===== config.mk =====
export PLATFORM = sky130hd
export DESIGN_NAME = pdsl_core
export DESIGN_NICKNAME = d
export VERILOG_FILES = /design/src/design/pdsl_pkg.sv /design/src/design/pdsl_core.sv /design/src/design/pdsl_sync.sv
export SDC_FILE = /design/constraint.sdc
export NUM_CORES = 1
export LEC_CHECK = 0
export BUFFER_PORTS_ARGS = -buffer_cell sky130_fd_sc_hd__buf_2
export CORE_MARGIN = 4
export CORE_UTILIZATION = 38
export DETAILED_ROUTE_END_ITERATION = 12
export HOLD_SLACK_MARGIN = 0.06
export SLEW_MARGIN = 20
export SYNTH_ARGS = -nofsm -noshare
export SYNTH_HDL_FRONTEND = slang
export SYNTH_SLANG_ARGS = --single-unit
export TNS_END_PERCENT = 5

===== constraint.sdc =====
create_clock -name sys_clk -period 2.98 [get_ports sys_clk]
set_input_delay 0.596 -clock sys_clk [delete_from_list [all_inputs] [get_ports sys_clk]]
set_output_delay 0.596 -clock sys_clk [all_outputs]
set_load 0.02 [all_outputs]

===== src/design/pdsl_pkg.sv =====
/*
  Constants for the divider core of the integer-N synthesizer: serial word
  layout, field positions inside the two latches, prescaler moduli, limits.
  Assumes nothing of its surroundings; used by the core only, not by its synchroniser.
*/
package pdsl_pkg;

  // Serial word: data field above one address bit
  localparam int SHIFT_W  = 18;
  localparam int DATA_W   = 17;
  localparam int ADDR_POS = 0;
  localparam logic ADDR_REF = 1'b1;

  // Reference latch fields (data-field bit numbers)
  localparam int R_CNT_LSB  = 0;
  localparam int R_CNT_W    = 10;
  localparam int CP_TRI_BIT = 10;
  localparam int PD_POL_BIT = 11;
  localparam int TEST_BIT   = 13;

  // Feedback latch fields (data-field bit numbers)
  localparam int SOFT_POWER_DOWN_BIT = 1;
  localparam int A_LSB    = 2;
  localparam int A_W      = 5;
  localparam int B_LSB    = 7;
  localparam int B_W      = 10;

  // Dual-modulus prescaler
  localparam int PRESC_W = 6;
  localparam logic [PRESC_W-1:0] PRESC_LO = 6'h20;
  localparam logic [PRESC_W-1:0] PRESC_HI = 6'h21;

  // Smallest legal divide ratios
  localparam logic [R_CNT_W-1:0] R_MIN = 10'h002;
  localparam logic [B_W-1:0]     B_MIN = 10'h003;

  // Latch reset values: pump three-stated, counters at legal minimum
  localparam logic [DATA_W-1:0] REF_RST = 17'h00402;
  localparam logic [DATA_W-1:0] FB_RST  = 17'h00180;

  // Pin synchroniser depth
  localparam int SYNC_STAGES = 3;

endpackage


===== src/design/pdsl_core.sv =====
/*
  Digital core of an integer-N synthesizer: three-wire serial load port,
  reference divider, 32/33 prescaler with swallow and programmable counters,
  phase/frequency detector and charge-pump drive.
  Assumes all pins arrive asynchronous to sys_clk (20 MHz); all but chip_enable and rst are sampled;
  the oscillator and RF inputs must therefore toggle well below sys_clk/4.
*/
`timescale 1ns/1ps
module pdsl_core (
  // Clock and reset
  input  wire logic sys_clk,
  input  wire logic rst,
  // Serial programming pins
  input  wire logic ser_clk,
  input  wire logic ser_data,
  input  wire logic load_strobe,
  // Power control pin
  input  wire logic chip_enable,
  // Frequency inputs
  input  wire logic osc_in,
  input  wire logic rf_input,
  input  wire logic rf_input_complement,
  // Charge pump: level drives high (source) or low (sink)
  output logic      pump_output,
  output logic      pump_output_oe,
  // Divided signals for observation
  output logic      ref_div_out,
  output logic      fb_div_out
);

  localparam int DW = pdsl_pkg::DATA_W;
  localparam int RW = pdsl_pkg::R_CNT_W;
  localparam int AW = pdsl_pkg::A_W;
  localparam int BW = pdsl_pkg::B_W;
  localparam int PW = pdsl_pkg::PRESC_W;

  // Synchronised pin levels
  logic [4:0] pin_lvl;
  logic       sclk_lvl;
  logic       sdat_lvl;
  logic       strb_lvl;
  logic       osc_lvl;
  logic       rf_lvl;

  // Differential RF pair seen as one level; single-ended grounds the minus
  pdsl_sync #(
    .WIDTH     (5)
  ) u_sync (
    .sys_clk   (sys_clk),
    .rst       (rst),
    .pin_in    ({ser_clk, ser_data, load_strobe, osc_in,
                 rf_input & ~rf_input_complement}),
    .level_out (pin_lvl)
  );

  assign {sclk_lvl, sdat_lvl, strb_lvl, osc_lvl, rf_lvl} = pin_lvl;

  // Previous levels for edge detection
  logic sclk_prev_r;
  logic strb_prev_r;
  logic osc_prev_r;
  logic rf_prev_r;

  always_ff @(posedge sys_clk or posedge rst) begin
    if (rst) begin
      sclk_prev_r <= 1'b0;
      strb_prev_r <= 1'b0;
      osc_prev_r  <= 1'b0;
      rf_prev_r   <= 1'b0;
    end else begin
      sclk_prev_r <= sclk_lvl;
      strb_prev_r <= strb_lvl;
      osc_prev_r  <= osc_lvl;
      rf_prev_r   <= rf_lvl;
    end
  end

  logic sclk_rise;
  logic strb_rise;
  logic osc_rise;
  logic rf_rise;

  assign sclk_rise = sclk_lvl & ~sclk_prev_r;
  assign strb_rise = strb_lvl & ~strb_prev_r;
  assign osc_rise  = osc_lvl & ~osc_prev_r;
  assign rf_rise   = rf_lvl & ~rf_prev_r;

  // Serial shift register; only rst clears it, never a power-down
  logic [pdsl_pkg::SHIFT_W-1:0] shift_r;

  always_ff @(posedge sys_clk or posedge rst) begin
    if (rst) begin
      shift_r <= '0;
    end else if (sclk_rise) begin
      shift_r <= {shift_r[pdsl_pkg::SHIFT_W-2:0], sdat_lvl};
    end
  end

  // Two latches loaded on the strobe edge
  logic [DW-1:0] ref_latch_r;
  logic [DW-1:0] fb_latch_r;
  logic [DW-1:0] word_data;

  assign word_data = shift_r[pdsl_pkg::SHIFT_W-1:1];

  always_ff @(posedge sys_clk or posedge rst) begin
    if (rst) begin
      ref_latch_r <= pdsl_pkg::REF_RST;
      fb_latch_r  <= pdsl_pkg::FB_RST;
    end else if (strb_rise) begin
      if (shift_r[pdsl_pkg::ADDR_POS] == pdsl_pkg::ADDR_REF) begin
        ref_latch_r <= word_data;
      end else begin
        fb_latch_r <= word_data;
      end
    end
  end

  // Latch fields
  logic          cp_tri;
  logic          pd_pol;
  logic          test_mode;
  logic          soft_power_down;
  logic [RW-1:0] r_ratio;
  logic [AW-1:0] a_val;
  logic [BW-1:0] b_val;

  // Prohibited small ratios are raised to the legal minimum
  assign r_ratio = (ref_latch_r[pdsl_pkg::R_CNT_LSB +: RW] < pdsl_pkg::R_MIN)
                 ? pdsl_pkg::R_MIN
                 : ref_latch_r[pdsl_pkg::R_CNT_LSB +: RW];
  assign b_val   = (fb_latch_r[pdsl_pkg::B_LSB +: BW] < pdsl_pkg::B_MIN)
                 ? pdsl_pkg::B_MIN
                 : fb_latch_r[pdsl_pkg::B_LSB +: BW];
  // Swallow count capped at B so the ratio stays 32*B+A
  assign a_val   = ({5'h00, fb_latch_r[pdsl_pkg::A_LSB +: AW]} > b_val)
                 ? b_val[AW-1:0]
                 : fb_latch_r[pdsl_pkg::A_LSB +: AW];
  assign cp_tri          = ref_latch_r[pdsl_pkg::CP_TRI_BIT];
  assign pd_pol          = ref_latch_r[pdsl_pkg::PD_POL_BIT];
  assign test_mode       = ref_latch_r[pdsl_pkg::TEST_BIT];
  assign soft_power_down = fb_latch_r[pdsl_pkg::SOFT_POWER_DOWN_BIT];

  // Chip enable low clears the whole loop without a clock edge.
  // Derived async clear: glitches on the pin act immediately by design.
  logic hard_clr;

  assign hard_clr = rst | ~chip_enable;

  // Reference counter on oscillator edges
  logic [RW-1:0] r_cnt_r;
  logic          ref_tick;

  assign ref_tick = osc_rise & (r_cnt_r == '0);

  always_ff @(posedge sys_clk or posedge hard_clr) begin
    if (hard_clr) begin
      r_cnt_r <= '0;
    end else if (soft_power_down) begin
      r_cnt_r <= '0; // Counters reset so both restart aligned
    end else if (osc_rise) begin
      if (r_cnt_r == '0) begin
        r_cnt_r <= r_ratio - 10'h001;
      end else begin
        r_cnt_r <= r_cnt_r - 10'h001;
      end
    end
  end

  // Prescaler: modulus 33 while swallow count remains, else 32
  logic [PW-1:0] presc_r;
  logic [AW-1:0] a_left_r;
  logic [BW-1:0] b_left_r;
  logic [PW-1:0] presc_mod;
  logic          presc_wrap;
  logic          fb_tick;

  assign presc_mod  = (a_left_r != '0) ? pdsl_pkg::PRESC_HI
                                       : pdsl_pkg::PRESC_LO;
  assign presc_wrap = rf_rise & (presc_r == presc_mod - 6'h01);
  assign fb_tick    = presc_wrap & (b_left_r <= 10'h001);

  always_ff @(posedge sys_clk or posedge hard_clr) begin
    if (hard_clr) begin
      presc_r <= '0;
    end else if (soft_power_down) begin
      presc_r <= '0;
    end else if (rf_rise) begin
      presc_r <= presc_wrap ? '0 : presc_r + 6'h01;
    end
  end

  // Swallow and programmable counters step on each prescaler wrap;
  // ratio = 33*A + 32*(B-A) = 32*B + A, at most 32767
  always_ff @(posedge sys_clk or posedge hard_clr) begin
    if (hard_clr) begin
      a_left_r <= '0;
      b_left_r <= '0;
    end else if (soft_power_down) begin
      a_left_r <= '0;
      b_left_r <= '0;
    end else if (presc_wrap) begin
      if (fb_tick) begin
        a_left_r <= a_val;
        b_left_r <= b_val;
      end else begin
        b_left_r <= b_left_r - 10'h001;
        if (a_left_r != '0) begin
          a_left_r <= a_left_r - 5'h01;
        end
      end
    end
  end

  // Divided outputs as half-rate square waves
  always_ff @(posedge sys_clk or posedge hard_clr) begin
    if (hard_clr) begin
      ref_div_out <= 1'b0;
      fb_div_out  <= 1'b0;
    end else begin
      if (ref_tick) begin
        ref_div_out <= ~ref_div_out;
      end
      if (fb_tick) begin
        fb_div_out <= ~fb_div_out;
      end
    end
  end

  // Phase/frequency detector: two flags, cleared when both are set
  logic up_r;
  logic dn_r;
  logic up_nxt;
  logic dn_nxt;

  always_comb begin
    up_nxt = up_r | ref_tick;
    dn_nxt = dn_r | fb_tick;
    if (up_nxt & dn_nxt) begin
      up_nxt = 1'b0;
      dn_nxt = 1'b0;
    end
  end

  always_ff @(posedge sys_clk or posedge hard_clr) begin
    if (hard_clr) begin
      up_r <= 1'b0;
      dn_r <= 1'b0;
    end else if (soft_power_down | cp_tri) begin
      up_r <= 1'b0;
      dn_r <= 1'b0;
    end else begin
      up_r <= up_nxt;
      dn_r <= dn_nxt;
    end
  end

  // Pump drive; polarity swaps source and sink for negative VCOs
  logic pump_nxt;
  logic pump_oe_nxt;

  always_comb begin
    if (test_mode) begin
      pump_nxt    = pd_pol ? fb_div_out : ref_div_out;
      pump_oe_nxt = ~soft_power_down;
    end else begin
      pump_nxt    = pd_pol ? up_nxt : dn_nxt;
      pump_oe_nxt = (up_nxt ^ dn_nxt) & ~cp_tri & ~soft_power_down;
    end
  end

  // Registered pump pins; floated at once when chip enable drops
  always_ff @(posedge sys_clk or posedge hard_clr) begin
    if (hard_clr) begin
      pump_output    <= 1'b0;
      pump_output_oe <= 1'b0;
    end else begin
      pump_output    <= pump_nxt;
      pump_output_oe <= pump_oe_nxt;
    end
  end

endmodule


===== src/design/pdsl_sync.sv =====
/*
  Three-flop synchroniser for a group of pin inputs.
  Assumes the inputs are asynchronous to sys_clk; the output follows only
  when the second and third stages agree.
*/
`timescale 1ns/1ps
module pdsl_sync #(
  parameter int WIDTH = 1
) (
  // Clock and reset
  input  wire logic             sys_clk,
  input  wire logic             rst,
  // Pin side
  input  wire logic [WIDTH-1:0] pin_in,
  // Filtered side
  output logic      [WIDTH-1:0] level_out
);

  logic [WIDTH-1:0] stage1_r;
  logic [WIDTH-1:0] stage2_r;
  logic [WIDTH-1:0] stage3_r;

  // Stage one is read by stage two only
  always_ff @(posedge sys_clk or posedge rst) begin
    if (rst) begin
      stage1_r <= '0;
      stage2_r <= '0;
      stage3_r <= '0;
    end else begin
      stage1_r <= pin_in;
      stage2_r <= stage1_r;
      stage3_r <= stage2_r;
    end
  end

  // Accept a bit only once two stages agree, to reject a lone glitch
  always_ff @(posedge sys_clk or posedge rst) begin
    if (rst) begin
      level_out <= '0;
    end else begin
      for (int i = 0; i < WIDTH; i++) begin
        if (stage2_r[i] == stage3_r[i]) begin
          level_out[i] <= stage2_r[i];
        end
      end
    end
  end

endmodule


==> run metrics <==
Critical Path RT 3.26 ns; crit-path cells or4_4, nor3_4, nand2b_1, a31oi_2, ha_1, nand2_1, a2111o_1, a2111oi_4, a21oi_1, a31oi_1; initial core utilization 39.46%; Final WS setup 0.1291 ns; Rows 41; Rel. slew slack 34.54%; Post-Synth XOR/XNOR Area 1.211%; clock latency on the worst-skew pair 0.35 ns; status complete, no violations; CTS tree yes; CP Buf/Inv Count 0; Cell Pwr Density 891.5 nW/um^2; grt ovf 0; top_reg_cell synth dfrtp_1; Crit path arrival time 3.13 ns; Placed Instances 633; Post-synth ARST share 100.0%; GRT Total Usage 14.23%; TritonRoute pass-1 iters 5; largest family of logic cells by synthesized area simple AND/OR/NAND/NOR gates; Worst Reg-to-Reg Cells 10; MaxCap Viol Count 0; fillcell total 1192; minimum clock period after layout 2.851 ns; total CTS buffers 9; critical path startpoint ref_latch_r[8]; startpoint types flop; WL per Instance 15.20 microns; sequential area share after synthesis 53.50%; RSZ-0062 raised after global routing true; Seq. cell area 2708 sq um; final wirelength 9.865 mm; vias in the first global route 3415; CP max stage delay 0.59 ns; I/O pins 13; n_diodes 0; LEAKAGE 0.002492 uW; most frequent cells in the layout dfrtp_1, mux2_2, nand2_1; Root Buffer clkbuf_16; syn_nets 469; mux contribution to synthesized area 10.63%; chip width 123.4 microns; number of synthesized flops with an enable pin 0; Hold Path End u_sync.stage1_r[2]; final setup fails 0; Power Total 5137 uW; clk buf depth 2; Setup WS pre-CTS -0.002798 ns; drt drc 0; first-pass GRT wire length 16.89 mm; critical path's top delay family compound AO/OA/AOI/OAI gates; R2R Path Start ref_latch_r[8]; Synth Area in Compound Gates 12.68%; Crit Path Max Fanout 4; P&R area growth vs syn 13.84%; nature of the critical path endpoint flop; largest area contributor in the netlist dfrtp_1; die footprint 15230 sq um; Max Slew Vio Count 0; area of the multi-input gates 2278 sq um; commonest non-fill, non-tap cell in the layout dfrtp_1; Detail Placement HPWL 6.655 mm; Worst Clk Skew 0.008270 ns; maximum vdd ir drop 0.3214 mV; Worst R2R End r_cnt_r[8]; Max Clk Rate 0.3508 GHz; Worst-Margin Slew 0.9776 ns; worst setup path class reg2reg; chip height 123.4 microns; vias per cell 5.320; final hold violation count 0; PortBufs 12; antenna viol nets, final 0; min-delay src load_strobe; clock sink count 108; Simple-Gate Fraction of Synth Area 15.13%; register clock-pin slew on the reported worst setup and hold paths 0.07 ns; hold_buf cts 0; yosys warns 0; Worst Hold Class in2reg; Synth cell types 63; Mapped Cells 447; number of synthesized register bits 108; crit share post-route 95.67%; Non-Filler Instances 649; post-synth top area share 51.42%; core area 12820 sq um; synthesized cell area 5061 sq um; vias 3453; Layout Nets 494; Starting DRT DRC Count 299; H-tree levels 3; top area cells in the synthesized netlist dfrtp_1, mux2_2, ha_1, nand2_1, a21oi_1; gp weighted congestion 0.8819; setup slack, reg-to-reg 0.13 ns; Post-Synth Adder-Cell Area 4.203%; share of cells above drive strength 1 25.58%; Avg Cell Area, Syn 11.32 sq um; slowest CP cell or4_4; largest net degree at the start of global routing 72; hold path cells 1; initial antenna violation count 0
## area by class of cell
type,count,area share [%]
Inverter,13,0.8469
Sequential cell,108,46.99
Clock inverter,6,1.259
Tap cell,172,3.735
Clock buffer,10,3.974
Timing Repair Buffer,32,3.648
Multi-Input combinational cell,308,39.54
## cell usage after synthesis, types with 6 or more instances
library cell    n
nor2b_1         6
clkbuf_1       10
a21oi_1        27
nand3_1         6
nor2_1         25
nor3_1         12
o21ai_0        25
a31oi_1         6
dfrtp_1       104
nand2b_1        6
nand2_1        37
mux2_2         44
a211oi_1        8
inv_1          13
ha_1           13
## worst max path at each step
stage | endpoint | slack [ns] | cells past startpoint
floorplan | r_cnt_r[8] | 0.11 | 10
global placement | r_cnt_r[8] | 0.04 | 10
detailed placement | r_cnt_r[8] | -0.003 | 10
CTS | r_cnt_r[8] | 0.04 | 10
global route | r_cnt_r[8] | -0.03 | 10
finish | r_cnt_r[8] | 0.13 | 10
## power breakdown
group,switching [uW],internal [uW],total (uW),leakage (uW)
combinational,913,847,1760,0.000961
sequential,317,1830,2150,0.00139
clock,566,662,1230,0.000144
## sequential cells by signal (all words and copies together) (netlist names)
register,flops
a_left_r,5
osc_prev_r,1
fb_latch_r,16
dn_r,1
u_sync.stage1_r,5
r_cnt_r,10
b_left_r,10
presc_r,6
ref_div_out,1
rf_prev_r,1
u_sync.stage3_r,5
pump_output_oe,1
u_sync.stage2_r,5
pump_output,1
sclk_prev_r,1
fb_div_out,1
up_r,1
strb_prev_r,1
shift_r,18
ref_latch_r,13
u_sync.level_out,5
## what timing repair did
| item | CTS | global route |
|---|---|---|
| resized for setup | 1 | 7 |
| pin swaps | 0 | 1 |
| endpoints found under the hold margin | 0 | 0 |
| buffers inserted | 0 | 0 |
| endpoints found under the setup margin | 1 | 3 |
## per-layer routing
layer / track usage [%] / share of wire (%) / vias to the layer above
met5: 0 / 0 / -
li1: - / - / 1669
met2: 20.49 / 45 / 72
met3: 4.986 / 5.1 / 15
met4: 4.775 / 1.5 / 0
met1: 19.99 / 48 / 1697
## stage by stage
stage                     cell area [sq um]  utilization (%)  hold slack [ns]  setup TNS, ns
after floorplan                        5061                -           0.3312              0
after global placement                 5414            42.21           0.3337              0
after detailed placement               5414            42.21           0.3347      -0.002798
after CTS                              5720            44.60           0.3292              0
after global routing                   5762            44.93           0.3220       -0.03443
final                                  5762            44.93           0.3483              0
## logic make-up (layout without fill, tap and decap cells)
group           Yosys count  in the layout
xor+xnor                  7              7
fa+ha+maj                18             18
flops                   108            108
buf+inv                  31             61
simple gates            136            136
mux                      47             47
compound gates          100            100
Note: power is estimated with default switching activity, not from simulation.
